## src/inc/rts_map.vh

```
`ifndef RTS_MAP_VH
`define RTS_MAP_VH
// APB byte offsets
`define RTS_ADDR_CTRL      12'h000
`define RTS_ADDR_CFG       12'h004
`define RTS_ADDR_FIRST_SLEEP_PERIOD    12'h008
`define RTS_ADDR_SECOND_WINDOW_PERIOD    12'h00C
`define RTS_ADDR_RXTO      12'h010
`define RTS_ADDR_STATUS    12'h014
`define RTS_ADDR_PINMAP    12'h018
// Control bits (write one, self clearing)
`define RTS_CTRL_START     0
`define RTS_CTRL_HALT      1
// Configuration field positions
`define RTS_CFG_IDLE_SEL   0
`define RTS_CFG_START_LO   1
`define RTS_CFG_LOWPWR     3
`define RTS_CFG_IDLE_EXIT  4
`define RTS_CFG_RXEXIT_LO  5
`define RTS_CFG_RXTO_LO    8
`define RTS_CFG_TXEXIT     10
`define RTS_CFG_REPEAT     11
`define RTS_CFG_PRE_ROUTE  12
`define RTS_CFG_WIDTH      13
`define RTS_CFG_RESET      13'h0000
// Transition codes
`define RTS_START_LOWPWR   2'h0
`define RTS_RXEXIT_PRE     3'h6
`define RTS_RXEXIT_SYNC    3'h5
`define RTS_RXTO_LOWPWR    2'h2
// Timers: 64 us units, 50 MHz pclk
`define RTS_TICK_NS        64000
`define RTS_CLK_NS         20
`define RTS_TICK_CYCLES    (`RTS_TICK_NS / `RTS_CLK_NS)
`define RTS_TIMER_RESET    16'h0001
`define RTS_RXTO_RESET     16'h0001
// Radio operating modes
`define RTS_MODE_SLEEP     3'h0
`define RTS_MODE_STANDBY   3'h1
`define RTS_MODE_TX        3'h3
`define RTS_MODE_RX        3'h5
`endif

```

## src/rts_sequencer.v

```verilog
// Summary of operation
// - Start code 00 goes to the low-power point, choice 1 enters Idle, select 1 makes Idle Sleep.
// - Sleep keeps only the RC clock alive so the sequencer timers keep counting.
// - With idle exit 1 the first timer expiry moves Idle to Receive; both timers set the period.
// - In preamble-wake listen the second timer bounds receive time without a preamble.
// - Receive exit 110 turns the sequencer off on preamble found, leaving the radio in Receive.
// - In sync-wake listen a preamble search timeout with code 10 returns to low power.
// - A found preamble keeps Receive until a sync match or the second timer ends, then polls on.
// - Receive exit 101 turns the sequencer off on sync match, leaving the radio in Receive.
// - Repeat transmit with the sequencer gives periodic beacons with no host help.
// - Idle exit 0 goes to Transmit on first timer, transmit exit 0 back on packet done.
// - The beacon loop runs until the host sets the halt bit.
`include "rts_map.vh"
`default_nettype none
module rts_sequencer (
   input  wire        pclk,
   input  wire        presetn,
   input  wire        psel,
   input  wire        penable,
   input  wire        pwrite,
   input  wire [11:0] paddr,
   input  wire [31:0] pwdata,
   output reg  [31:0] prdata,
   output reg         pready,
   output reg         pslverr,
   input  wire        preamble_found,
   input  wire        sync_word_match,
   input  wire        packet_done_tx,
   input  wire        checksum_good,
   input  wire        queue_threshold,
   input  wire        queue_drained,
   output reg  [2:0]  radio_mode,
   output reg         rc_osc_only,
   output reg         tx_repeat_payload,
   output reg         sequencer_running,
   output reg  [4:0]  mappable_output_pin
);
   localparam ST_OFF   = 3'd0;
   localparam ST_LOWPW = 3'd1;
   localparam ST_IDLE  = 3'd2;
   localparam ST_RX    = 3'd3;
   localparam ST_TX    = 3'd4;
   localparam ST_STBY  = 3'd5;

   reg [`RTS_CFG_WIDTH-1:0] sequencer_config_one;
   reg [15:0]               first_sleep_period;
   reg [15:0]               second_window_period;
   reg [15:0]               preamble_search_timeout;
   reg [9:0]                pin_select;
   reg [2:0]                state;
   reg [2:0]                next_state;
   reg [15:0]               tick_cycle;
   reg                      tick;
   reg [15:0]               t1_cnt;
   reg [15:0]               t2_cnt;
   reg [15:0]               to_cnt;
   reg                      t2_run;
   reg                      to_run;
   reg                      pre_seen;
   reg                      next_t2_run;
   reg                      next_to_run;
   reg                      next_pre_seen;
   reg                      start_req;
   reg                      halt_req;
   reg [2:0]                next_mode;
   reg [31:0]               next_rdata;
   reg                      next_err;

   wire       idle_sel   = sequencer_config_one[`RTS_CFG_IDLE_SEL];
   wire [1:0] start_tr   = sequencer_config_one[`RTS_CFG_START_LO+1:`RTS_CFG_START_LO];
   wire       lowpw      = sequencer_config_one[`RTS_CFG_LOWPWR];
   wire       idle_exit  = sequencer_config_one[`RTS_CFG_IDLE_EXIT];
   wire [2:0] rx_exit    = sequencer_config_one[`RTS_CFG_RXEXIT_LO+2:`RTS_CFG_RXEXIT_LO];
   wire [1:0] rxto_tr    = sequencer_config_one[`RTS_CFG_RXTO_LO+1:`RTS_CFG_RXTO_LO];
   wire       tx_exit    = sequencer_config_one[`RTS_CFG_TXEXIT];
   wire       repeat_en  = sequencer_config_one[`RTS_CFG_REPEAT];
   wire       pre_route  = sequencer_config_one[`RTS_CFG_PRE_ROUTE];
   // First timer only runs out once the second timer of the cycle is over
   wire       t1_done    = (state == ST_IDLE) && !t2_run && tick && (t1_cnt <= 16'h0001);
   wire       t2_done    = t2_run && tick && (t2_cnt <= 16'h0001);
   wire       to_done    = to_run && tick && (to_cnt <= 16'h0001);
   wire       wr_en      = psel && penable && pwrite;
   wire       sync_mode  = (rx_exit == `RTS_RXEXIT_SYNC);

   // Pin source select for one mappable output
   function pin_src;
      input [1:0] code;
      input [2:0] idx;
      begin
         case (code)
            2'h0:    pin_src = (idx == 3'd3) ? queue_drained : queue_threshold;
            2'h1:    pin_src = checksum_good;
            2'h2:    pin_src = packet_done_tx;
            default: pin_src = (idx == 3'd4) ? (preamble_found & pre_route) : sync_word_match;
         endcase
      end
   endfunction

   // Divider giving one 64 us tick, running on the always-on clock
   always @(posedge pclk or negedge presetn) begin
      if (!presetn) begin
         tick_cycle <= 16'h0000;
         tick       <= 1'b0;
      end else if (tick_cycle == `RTS_TICK_CYCLES - 1) begin
         tick_cycle <= 16'h0000;
         tick       <= 1'b1;
      end else begin
         tick_cycle <= tick_cycle + 16'h0001;
         tick       <= 1'b0;
      end
   end

   // Sequencer next state
   always @* begin
      next_state    = state;
      next_t2_run   = t2_run;
      next_to_run   = to_run;
      next_pre_seen = pre_seen | preamble_found;
      if (t2_done)
         next_t2_run = 1'b0;
      if (to_done || preamble_found)
         next_to_run = 1'b0;
      case (state)
         ST_OFF: begin
            next_pre_seen = 1'b0;
            next_t2_run   = 1'b0;
            next_to_run   = 1'b0;
            if (start_req) begin
               if (start_tr == `RTS_START_LOWPWR)
                  next_state = ST_LOWPW;
               else
                  next_state = ST_STBY;
            end
         end
         ST_LOWPW: begin
            next_pre_seen = 1'b0;
            next_state    = lowpw ? ST_IDLE : ST_STBY;
         end
         ST_IDLE: begin
            next_pre_seen = 1'b0;
            if (t1_done) begin
               next_t2_run = 1'b1;
               next_to_run = sync_mode;
               next_state  = idle_exit ? ST_RX : ST_TX;
            end
         end
         ST_RX: begin
            if (rx_exit == `RTS_RXEXIT_PRE && preamble_found)
               next_state = ST_OFF;
            else if (sync_mode && sync_word_match && pre_seen)
               next_state = ST_OFF;
            else if (sync_mode && to_done && !pre_seen && !preamble_found &&
                     rxto_tr == `RTS_RXTO_LOWPWR)
               next_state = ST_LOWPW;
            else if (t2_done && !(sync_mode && pre_seen))
               next_state = ST_LOWPW;
            else if (t2_done)
               next_state = ST_LOWPW;
         end
         ST_TX: begin
            if (packet_done_tx && !tx_exit)
               next_state = ST_LOWPW;
            else if (packet_done_tx)
               next_state = ST_OFF;
         end
         ST_STBY:  next_state = ST_STBY;
         default:  next_state = ST_OFF;
      endcase
      if (halt_req)
         next_state = ST_OFF;
   end

   // Radio mode follows state; off keeps last mode
   always @* begin
      case (next_state)
         ST_IDLE:  next_mode = idle_sel ? `RTS_MODE_SLEEP : `RTS_MODE_STANDBY;
         ST_RX:    next_mode = `RTS_MODE_RX;
         ST_TX:    next_mode = `RTS_MODE_TX;
         ST_STBY:  next_mode = `RTS_MODE_STANDBY;
         ST_LOWPW: next_mode = radio_mode;
         default:  next_mode = radio_mode;
      endcase
   end

   // State, timers and radio outputs
   always @(posedge pclk or negedge presetn) begin
      if (!presetn) begin
         state             <= ST_OFF;
         t1_cnt            <= 16'h0000;
         t2_cnt            <= 16'h0000;
         to_cnt            <= 16'h0000;
         t2_run            <= 1'b0;
         to_run            <= 1'b0;
         pre_seen          <= 1'b0;
         radio_mode        <= `RTS_MODE_SLEEP;
         rc_osc_only       <= 1'b0;
         tx_repeat_payload <= 1'b0;
         sequencer_running <= 1'b0;
         mappable_output_pin <= 5'h00;
      end else begin
         state    <= next_state;
         t2_run   <= next_t2_run;
         to_run   <= next_to_run;
         pre_seen <= next_pre_seen;
         if (next_state == ST_IDLE && (state != ST_IDLE || t2_done))
            t1_cnt <= first_sleep_period;
         else if (tick && t1_cnt != 16'h0000)
            t1_cnt <= t1_cnt - 16'h0001;
         if (t1_done)
            t2_cnt <= second_window_period;
         else if (tick && t2_cnt != 16'h0000)
            t2_cnt <= t2_cnt - 16'h0001;
         if (t1_done)
            to_cnt <= preamble_search_timeout;
         else if (tick && to_cnt != 16'h0000)
            to_cnt <= to_cnt - 16'h0001;
         radio_mode        <= next_mode;
         rc_osc_only       <= (next_state == ST_IDLE) && idle_sel;
         tx_repeat_payload <= repeat_en && (next_state == ST_TX);
         sequencer_running <= (next_state != ST_OFF);
         mappable_output_pin <= {pin_src(pin_select[9:8], 3'd4), pin_src(pin_select[7:6], 3'd3),
                                 pin_src(pin_select[5:4], 3'd2), pin_src(pin_select[3:2], 3'd1),
                                 pin_src(pin_select[1:0], 3'd0)};
      end
   end

   // APB register writes
   always @(posedge pclk or negedge presetn) begin
      if (!presetn) begin
         sequencer_config_one    <= `RTS_CFG_RESET;
         first_sleep_period      <= `RTS_TIMER_RESET;
         second_window_period    <= `RTS_TIMER_RESET;
         preamble_search_timeout <= `RTS_RXTO_RESET;
         pin_select              <= 10'h000;
         start_req               <= 1'b0;
         halt_req                <= 1'b0;
      end else begin
         start_req <= 1'b0;
         halt_req  <= 1'b0;
         if (wr_en) begin
            case (paddr)
               `RTS_ADDR_CTRL: begin
                  start_req <= pwdata[`RTS_CTRL_START];
                  halt_req  <= pwdata[`RTS_CTRL_HALT];
               end
               `RTS_ADDR_CFG:    sequencer_config_one    <= pwdata[`RTS_CFG_WIDTH-1:0];
               `RTS_ADDR_FIRST_SLEEP_PERIOD: first_sleep_period      <= pwdata[15:0];
               `RTS_ADDR_SECOND_WINDOW_PERIOD: second_window_period    <= pwdata[15:0];
               `RTS_ADDR_RXTO:   preamble_search_timeout <= pwdata[15:0];
               `RTS_ADDR_PINMAP: pin_select              <= pwdata[9:0];
               default:          pin_select              <= pin_select;
            endcase
         end
      end
   end

   // APB read mux and error decode
   always @* begin
      next_err = 1'b0;
      case (paddr)
         `RTS_ADDR_CTRL:   next_rdata = 32'h00000000;
         `RTS_ADDR_CFG:    next_rdata = {19'h00000, sequencer_config_one};
         `RTS_ADDR_FIRST_SLEEP_PERIOD: next_rdata = {16'h0000, first_sleep_period};
         `RTS_ADDR_SECOND_WINDOW_PERIOD: next_rdata = {16'h0000, second_window_period};
         `RTS_ADDR_RXTO:   next_rdata = {16'h0000, preamble_search_timeout};
         `RTS_ADDR_STATUS: next_rdata = {25'h0000000, pre_seen, sequencer_running, state, radio_mode[1:0]};
         `RTS_ADDR_PINMAP: next_rdata = {22'h000000, pin_select};
         default: begin
            next_rdata = 32'h00000000;
            next_err   = 1'b1;
         end
      endcase
   end

   // Zero wait state APB answer
   always @(posedge pclk or negedge presetn) begin
      if (!presetn) begin
         prdata  <= 32'h00000000;
         pready  <= 1'b0;
         pslverr <= 1'b0;
      end else begin
         pready  <= psel && !penable;
         pslverr <= psel && !penable && next_err;
         prdata  <= (psel && !penable && !pwrite) ? next_rdata : 32'h00000000;
      end
   end
endmodule
`default_nettype wire

```

## config.mk

```make
export PLATFORM = sky130hd
export DESIGN_NAME = rts_sequencer
export DESIGN_NICKNAME = d
export VERILOG_FILES = /design/src/rts_sequencer.v
export VERILOG_INCLUDE_DIRS = /design/src /design/src/inc
export SDC_FILE = /design/constraint.sdc
export NUM_CORES = 1
export LEC_CHECK = 0
export ABC_AREA = 1
export BUFFER_PORTS_ARGS = -buffer_cell sky130_fd_sc_hd__buf_2
export CAP_MARGIN = 30
export CELL_PAD_IN_SITES_DETAIL_PLACEMENT = 1
export CELL_PAD_IN_SITES_GLOBAL_PLACEMENT = 1
export CORE_ASPECT_RATIO = 0.5
export CORE_MARGIN = 8
export CORE_UTILIZATION = 40
export CTS_CLUSTER_DIAMETER = 120
export DETAILED_ROUTE_END_ITERATION = 7
export GPL_TIMING_DRIVEN = 0
export PLACE_DENSITY = 0.76
export SYNTH_ARGS = -nofsm -noshare
export SYNTH_HDL_FRONTEND = slang
export SYNTH_SLANG_ARGS = --single-unit
export TNS_END_PERCENT = 5
```

## constraint.sdc

```tcl
create_clock -name pclk -period 1.7 [get_ports pclk]
set_input_delay 0.17 -clock pclk [delete_from_list [all_inputs] [get_ports pclk]]
set_output_delay 0.17 -clock pclk [all_outputs]
set_load 0.005 [all_outputs]
```

==> After elaboration in Yosys (flattened, before gate mapping) <==
Cells that the tools add are included.
{ "classes": {"n_mux": 43, "addsub": 4, "eq_ne": 30, "n_reduce_logical": 60, "bitwise": 2, "order_cmp": 3} }
{ "op_table": {"columns": ["operator", "n"], "rows": [
  ["2-to-1 mux 16 bit", 7],
  ["case mux 16 bit (6 select lines)", 1],
  ["less-or-equal comparator 16 x 1 -> 1 bit, second input constant", 3],
  ["nonzero test 16 bit", 3],
  ["subtractor 16 x 1 -> 16 bit, second input constant", 3],
  ["2-to-1 mux 3 bit", 13],
  ["== test 12 x 5 -> 1 bit, second input constant", 3],
  ["2-to-1 mux 32 bit", 1],
  ["logical AND 1 bit", 28],
  ["== test 12 x 4 -> 1 bit, second input constant", 2],
  ["== test 3 bit, second input constant", 6],
  ["case mux 3 bit (6 select lines)", 1],
  ["adder 16 x 1 -> 16 bit, second input constant", 1],
  ["== test 16 x 12 -> 1 bit, second input constant", 1],
  ["case mux 1 bit (3 select lines)", 5],
  ["== test 12 x 3 -> 1 bit, second input constant", 1],
  ["== test 2 bit, second input constant", 6],
  ["== test 3 x 2 -> 1 bit, second input constant", 4],
  ["logical NOT 12 bit", 1],
  ["logical NOT 2 bit", 6],
  ["2-to-1 mux 1 bit", 12],
  ["case mux 3 bit (4 select lines)", 1],
  ["== test 2 x 1 -> 1 bit, second input constant", 5],
  ["AND reduction 2 bit", 5],
  ["13 further kinds", 23]
]} }
{ "word_totals": {"output_inout_bits": 45, "regBits": 189, "input_bits": 55} }

==> Longest topological paths before layout <==
Gate-level depths: netlist (run 1).
{ "depth": {"depth_word": 14, "ltp_mapped": 14, "mapped_depth_nobuf": 14} }

==> Least setup slack after synthesis (run 1) <==
OpenSTA, ideal clock, no wires.
{ "synth_path": {"path_type": "reg2reg", "start": "register t1_cnt[0]", "end": "register t1_cnt[7]", "stages_incl_launch_ff": 15, "path_slack_ns": -0.142, "t_required_ns": 1.575, "t_arrival_ns": 1.717, "path_cell_list": "dfrtp_1 -> inv_1 -> ha_1 -> inv_1 -> nand2_1 -> nand3_1 -> nor2_4 -> nand3_2 -> nand2_2 -> nand2_1 -> nor2_2 -> nor2_4 -> buf_6 -> nand4_1 -> nand3_1"} }
{ "synth_between": {"elab_chain_cells": 8} }
{ "synth_lines": {"columns": ["item", "line_no", "rtl"], "rows": [
  ["start, declared", "rts_sequencer.v:54", "reg [15:0] t1_cnt;"],
  ["start signal, assigned", "rts_sequencer.v:206", "t1_cnt <= first_sleep_period;"],
  ["start signal, assigned", "rts_sequencer.v:208", "t1_cnt <= t1_cnt - 16'h0001;"],
  ["less-or-equal comparator 16 x 1 -> 1 bit (*)", "rts_sequencer.v:79", "wire t1_done = (state == ST_IDLE) && !t2_run && tick && (t1_cnt <= 16'h0001);"],
  ["logical AND 1 bit (*)", "rts_sequencer.v:79", null],
  ["2-to-1 mux 3 bit (*)", "rts_sequencer.v:141", "if (t1_done) begin"],
  ["case mux 3 bit (6 select lines) (*)", "rts_sequencer.v:123", "case (state)"],
  ["2-to-1 mux 3 bit (*)", "rts_sequencer.v:169", "if (halt_req)"],
  ["net next_state[1]", "rts_sequencer.v:51", "reg [2:0] next_state;"],
  ["== test 3 x 2 -> 1 bit (*)", "rts_sequencer.v:205", "if (next_state == ST_IDLE && (state != ST_IDLE || t2_done))"],
  ["logical AND 1 bit (*)", "rts_sequencer.v:205", null],
  ["2-to-1 mux 16 bit / nonzero test 2 bit (equally long branches)", null, null]
]} }
Mark *: on every way through the listed nets, which the timed path passes. The rest lies on a longest branch. The select of a mux whose other input is x is not followed.
A chain may end at the register's enable or synchronous reset.

==> Worst setup path after layout (run 1) <==
{ "layout_path": {"start": "register t1_cnt[0]", "end": "register t1_cnt[13]"} }
The elaborated chain is that of the path after synthesis.

==> flow_metrics.py, run 1 <==
metrics = {
    "place": {
        "port_buffers": 67,
        "place_inst": 1488,
        "routabilityCongestion": 0.897,
        "hpwl_um": 23600,
        "dp_slack_ps": -654,
    },
    "critical_path": {
        "r2r_slack_ps": -380,
        "cp.arrival_ps": 2390,
        "slowest_delay_ps": 450,
        "worstSetupEndpointType": "flip-flop",
        "critPathBufInv": 3,
        "path_cells": "inv_2 > ha_4 > inv_2 > nand2_2 > nand3_2 > nor2_4 > nand3_2 > nand2_2 > nand2_2 > nor2_4 > nor2_4 > buf_6 > nand4_1 > nand3_1",
        "worst_ep_required_time_ps": 2010,
        "crit_type": "flip-flop to flip-flop",
        "cp_slowest_cell": "dfrtp_2",
        "worstPathMaxFanout": 5,
        "setup.worst_path.start_class": "flip-flop",
        "path_delay_family": "simple AND/OR/NAND/NOR gates",
    },
    "route": {
        "first_pass_iters": 5,
        "drt_iter0_drc": 620,
        "vias_per_cell": 5.52,
        "wl_um": 32900,
        "antenna_left": 0,
        "drc": 0,
        "wl_per_cell_um": 21.2,
        "vias": 8550,
    },
    "synthesis": {
        "synth_edf_count": 0,
        "yosys_warnings": 0,
        "synth_area_leader_cell": "dfrtp_1",
        "ys_seq_area_share_pct": 48.4,
        "avgSynthCellArea_um2": 8.09,
        "synth_flop_cell": "dfrtp_1",
        "synth_area_leaders": "dfrtp_1 (48%), nand2_1 (10%), o21ai_0 (5.8%), inv_1 (5.6%), nand3_1 (4.5%)",
        "synth_top_area_share_pct": 47.6,
        "yosys.cell_types.count": 51,
        "ys_ff_latch": 173,
        "syn_inst": 1105,
        "synthArstFlopShare_pct": 100,
        "synth_area_mm2": 0.00894,
    },
    "clocking": {
        "h-tree-depth": 4,
        "numCtsBuffers": 17,
        "numClockSinks": 173,
        "cts_buffer_depth": 2,
        "clk_pin_slew_ps": 70,
        "cts_tree": "built",
        "cts_root_buffer": "clkbuf_16",
        "clk_latency_ps": 440,
    },
    "timing": {
        "fin_ws_ps": -385,
        "finalCritPeriodShare_pct": 123,
        "clock_skew_ps": 9.13,
        "clock.fmax_ghz": 0.480,
        "rsz0062_at_grt": "true",
        "post-route-min-period_ps": 2080,
        "setup_viol": 59,
        "hold_violations": 0,
        "worstMarginPinSlew_ps": 797,
        "slew_viol_final": 0,
        "relSlewSlack_pct": 46.9,
    },
    "power": {
        "clkPwrFrac_pct": 44.8,
        "p_int_uw": 6630,
        "power_leakage_uw": 0.00508,
        "worst_ir_drop_vdd_mv": 0.405,
        "power_density_mw_per_mm2": 808,
        "swShare_pct": 25.8,
        "seqPwrFrac_pct": 47.2,
        "p_switching_uw": 2310,
        "p_comb_share_pct": 8.0,
    },
    "global_routing": {
        "grt_pass1_vias": 8977,
        "grt-ovfl-total": 0,
        "grt_first_pass_wirelength_um": 51300,
        "grt_max_degree": 100,
        "antenna_found_initial": 1,
        "gr-usage-all-layers_pct": 24.2,
    },
    "final_layout": {
        "area_delta_synth_final_pct": 23.7,
        "antenna_cells": 0,
        "drive_gt1_share_pct": 21.8,
        "instances_no_fill": 1548,
        "nets": 1298,
    },
    "floorplan": {
        "die-height_um": 122,
        "rows": 38,
        "core_area_mm2": 0.0218,
        "die_area_mm2": 0.0277,
        "io_pins": 100,
        "start_util_pct": 41.0,
        "die_w_um": 227,
    },
    "flow_run": {
        "maxCapViolations": 0,
    },
    "hold_path": {
        "hold_path.class": "primary input to flip-flop",
    },
    "outcome": {
        "status": "complete, but fails checks",
        "violations": "setup timing",
    },
}
-- metal layers --
metal	up-vias	part of all wire (%)	global-route usage [%]
met1	4356	45	32.9
met4	0	2.1	7.58
met2	266	46	37.8
li1	3882	-	-
met5	-	0	0
met3	46	7.0	6.33
-- cells by family after synthesis --
kind of cell	after synthesis	synth area share, %
simple gates	509	25.5
compound gates	198	13.1
buf+inv	187	8.91
flops	173	48.4
xor+xnor	29	2.84
fa+ha+maj	8	1.12
other cells	1	0.0419
-- worst register-to-register path, cell delays in order (launching register included) --
cell,delay [ps]
dfrtp_2,450
inv_2,100
ha_4,150
inv_2,40
nand2_2,50
nand3_2,80
nor2_4,220
nand3_2,130
nand2_2,100
nand2_2,60
nor2_4,110
nor2_4,70
buf_6,140
nand4_1,160
nand3_1,100
-- path summary, 6_finish.rpt --
kind                                from  cells after the start                    endpoint
setup / recovery               t1_cnt[0]                     14                  t1_cnt[13]
hold / removal                      psel                      3                   start_req
setup reg to reg               t1_cnt[0]                     14                  t1_cnt[13]
hold reg to reg            tick_cycle[0]                      1               tick_cycle[0]
max in group asynchronous        presetn                      3     second_window_period[0]
min in group asynchronous        presetn                      2  preamble_search_timeout[5]
-- placed cells by master (no fill, tap or decap), types with 10 or more instances in the layout --
master     synthesis  routed
a21oi_1           26      24
buf_2              7      71
buf_4             21      37
clkbuf_1          16      13
clkbuf_16          0      19
conb_1             1      16
dfrtp_1          170     162
inv_1            133     120
inv_2              7      15
nand2_1          238     220
nand2_2            4      16
nand3_1           80      74
nand4_1           27      27
nor2_1           104      90
nor2_2            11      19
nor3_1            23      21
o211ai_1          11      11
o21ai_0          104     102
o221ai_1          13      10
o22ai_1           11      11
xnor2_1           12      12
xor2_1            17      17
-- metrics by stage --
stage	instance area [um2]	power, uW	hold slack, ps	TNS [ps]	util (%)
finish	11100	8940	44.4	-14570	50.7
global placement	9730	4880	370	-446320	44.6
floorplan	9020	4600	-126	-883	-
CTS	10900	8940	22.2	-10530	50.2
detailed placement	9770	4910	274	-54710	44.8
global route	11100	9210	43.8	-20000	50.7
-- layout make-up --
type                       instances  area (um2)
tap                              300         375
fill                            2635       10800
buffer                            45         329
clock buffer                      19         453
inverter                         142         551
sequential                       173        4340
timing repair buffer              96         674
multi-input combinational        760        4200
clock inverter                    13         140
-- synthesized netlist by cell type (all sizes together) (2+ instances only) --
library cell and number:
nand3 83, o211ai 11, a21oi 27, nor3 25
nand4 28, and3 2, o221ai 13, o21ai 112
nand2 242, a31oi 6, a21boi 2, o21a 2
nand3b 3, nor4 5, o22ai 11, xor2 17
clkbuf 16, o32ai 2, ha 8, o21bai 2
dfstp 3, inv 140, nor2 119, a221oi 6
buf 29, xnor2 12, dfrtp 170, clkinv 2
-- registers in the layout (all words and copies together) (netlist names), 3 cells and up --
signal,count
pin_select,10
mappable_output_pin,5
tick_cycle,16
sequencer_config_one,13
state,3
second_window_period,16
prdata,16
first_sleep_period,16
t2_cnt,16
to_cnt,16
preamble_search_timeout,16
radio_mode,3
t1_cnt,16
-- timing repair --
item                       CTS  global route
setup endpoints to repair   67            98
cloned                       1             1
pin swaps                   21             6
setup buffers               20             3
hold buffers                 3             0
hold endpoints to repair    99             0
resized for setup           88            33
-- power by group through the flow --
stage,Combinational [uW],Clock [uW],Sequential (uW)
global placement,586,0,4290
detailed placement,611,0,4290
finish,717,4000,4220
floorplan,309,0,4290
CTS,669,4060,4220
global route,781,4200,4230
No activity file was read; power rests on OpenSTA's default activity.
==> run 2: changes to the inputs <==
Settings changed: TNS_END_PERCENT 5 to 30.
==> run 2 against run 1 <==
  * Largest power group unchanged
  * Cell area is 5.5% higher
  * Hold slack worse by 23 ps
  * Routed wire length up 8.8%
  * The flow still finishes with violations (setup timing)
  * Sequential share of layout area is 2.1 points lower
  * Combinational power is 10% higher
  * Global-route usage rose by 0.60 points
  * Clock power increased by 5.5%
  * First-iteration DRC count rose by 22%
  * Setup slack got worse by 45 ps
==> flow_metrics.py, run 2 (synthesized netlist as in run 1, its figures left out) <==
metrics = {
    "power": {
        "swShare_pct": 26.2,
        "power_leakage_uw": 0.00535,
        "clkPwrFrac_pct": 45.7,
        "power_density_mw_per_mm2": 791,
        "p_comb_share_pct": 8.6,
        "worst_ir_drop_vdd_mv": 0.647,
        "p_switching_uw": 2410,
        "p_int_uw": 6810,
        "seqPwrFrac_pct": 45.7,
    },
    "floorplan": {
        "die_area_mm2": 0.0277,
        "start_util_pct": 41.0,
        "io_pins": 100,
        "die_w_um": 227,
        "die-height_um": 122,
        "rows": 38,
        "core_area_mm2": 0.0218,
    },
    "clocking": {
        "cts_buffer_depth": 2,
        "numClockSinks": 173,
        "numCtsBuffers": 17,
        "h-tree-depth": 4,
        "clk_pin_slew_ps": 70,
        "cts_root_buffer": "clkbuf_16",
        "cts_tree": "built",
        "clk_latency_ps": 460,
    },
    "global_routing": {
        "grt_max_degree": 115,
        "antenna_found_initial": 0,
        "grt_pass1_vias": 9049,
        "gr-usage-all-layers_pct": 24.8,
        "grt-ovfl-total": 0,
        "grt_first_pass_wirelength_um": 52200,
    },
    "flow_run": {
        "maxCapViolations": 0,
    },
    "route": {
        "first_pass_iters": 5,
        "drt_iter0_drc": 754,
        "vias_per_cell": 5.62,
        "vias": 8824,
        "antenna_left": 0,
        "wl_um": 35700,
        "wl_per_cell_um": 22.8,
        "drc": 0,
    },
    "hold_path": {
        "hold_path.class": "primary input to flip-flop",
    },
    "timing": {
        "setup_viol": 61,
        "hold_slack_ps": 21.7,
        "relSlewSlack_pct": 56.4,
        "rsz0062_at_grt": "true",
        "hold_violations": 0,
        "fin_setup_tns_ps": -16650,
        "post-route-min-period_ps": 2130,
        "finalCritPeriodShare_pct": 125,
        "clock.fmax_ghz": 0.470,
        "fin_ws_ps": -430,
        "slew_viol_final": 0,
        "worstMarginPinSlew_ps": 654,
        "clock_skew_ps": 8.80,
    },
    "critical_path": {
        "setup.worst_path.start_class": "flip-flop",
        "worst_ep_required_time_ps": 2100,
        "path_cells": "nor2_1 > nand2_1 > nor2_2 > nand3_4 > nand2_2 > clkinv_1 > nand2_1 > nand3_4 > nand4_4 > buf_6 > nand3_2 > nand3_2",
        "slowest_delay_ps": 420,
        "worstPathMaxFanout": 8,
        "crit_type": "flip-flop to flip-flop",
        "cp_slowest_cell": "dfrtp_1",
        "cp.arrival_ps": 2520,
        "worstSetupEndpointType": "flip-flop",
    },
    "final_layout": {
        "mostFrequentLayoutCell": "nand2_1",
        "area_delta_synth_final_pct": 30.4,
        "nets": 1318,
        "drive_gt1_share_pct": 27.4,
        "most-common-layout-cells": "nand2_1 (208), dfrtp_1 (164), inv_1 (117), o21ai_0 (98), nor2_1 (85)",
    },
    "place": {
        "hpwl_um": 23700,
        "port_buffers": 67,
        "dp_slack_ps": -678,
        "routabilityCongestion": 0.902,
    },
    "outcome": {
        "status": "complete, but fails checks",
        "violations": "setup timing",
    },
}
-- run 2: changes by cell type in the layout (fill, tap and decap cells not counted), moves of 5 or more --
cell      change
nor2_4        +8
nand2_1      -12
nand2_2       +8
o221ai_1      -6
nand3_2      +19
clkbuf_2      +5
buf_4         +6
o221ai_2      +6
nor2_1        -5
buf_6        +14
nand3_1      -22
-- run 2: final cells by class --
class | count | area, um2
sequential | 173 | 4340
multi-input combinational | 761 | 4560
inverter | 142 | 568
timing repair buffer | 115 | 863
tap | 300 | 375
antenna | 1 | 2.50
clock buffer | 22 | 464
buffer | 45 | 357
clock inverter | 10 | 138
fill | 2598 | 10200
-- run 2: worst max-delay path: cells and delay by family, from the launching register on --
kind / cells / cell delay, ps
buf+inv: 2 / 230
flops: 1 / 420
simple gates: 10 / 1430
-- run 2: power groups by stage --
stage               clock [uW]  sequential, uW  combinational, uW
CTS                       4220            4220                710
global placement             0            4290                589
finish                    4220            4220                789
global route              4370            4220                855
floorplan                    0            4290                309
detailed placement           0            4300                624
-- run 2: path summary, 6_finish.rpt --
kind,slack [ps],start,to,cells after the start
max in group asynchronous,440,presetn,tick_cycle[3],3
min reg2reg,480,tick_cycle[15],tick_cycle[15],1
max,-430,t2_cnt[3],t1_cnt[4],12
min in group asynchronous,230,presetn,to_cnt[4],2
min,20,pwdata[13],preamble_search_timeout[13],3
max reg2reg,-430,t2_cnt[3],t1_cnt[4],12
-- run 2: repair_timing --
action	CTS	global route
hold buffers	3	0
pin swaps	33	36
cloned	6	2
hold endpoints to repair	61	0
buffers inserted	26	12
gates resized for setup	135	94
endpoints found under the setup margin	65	111
-- run 2: routing by layer --
metal  track usage (%)  share of wire (%)
met1              34.5                 45
met4              7.70                2.3
met5                 0                  0
met3              5.47                6.9
met2              38.6                 46
-- run 2: per-stage QoR --
stage | total power (uW) | utilization, % | instances | cell area, um2
final | 9230 | 53.5 | 1569 | 11700
after global routing | 9450 | 53.5 | 1568 | 11700
after CTS | 9150 | 51.2 | 1555 | 11200
after detailed placement | 4920 | 44.8 | 1488 | 9770
after global placement | 4880 | 44.6 | 1487 | 9730
after floorplan | 4600 | - | 1120 | 9020
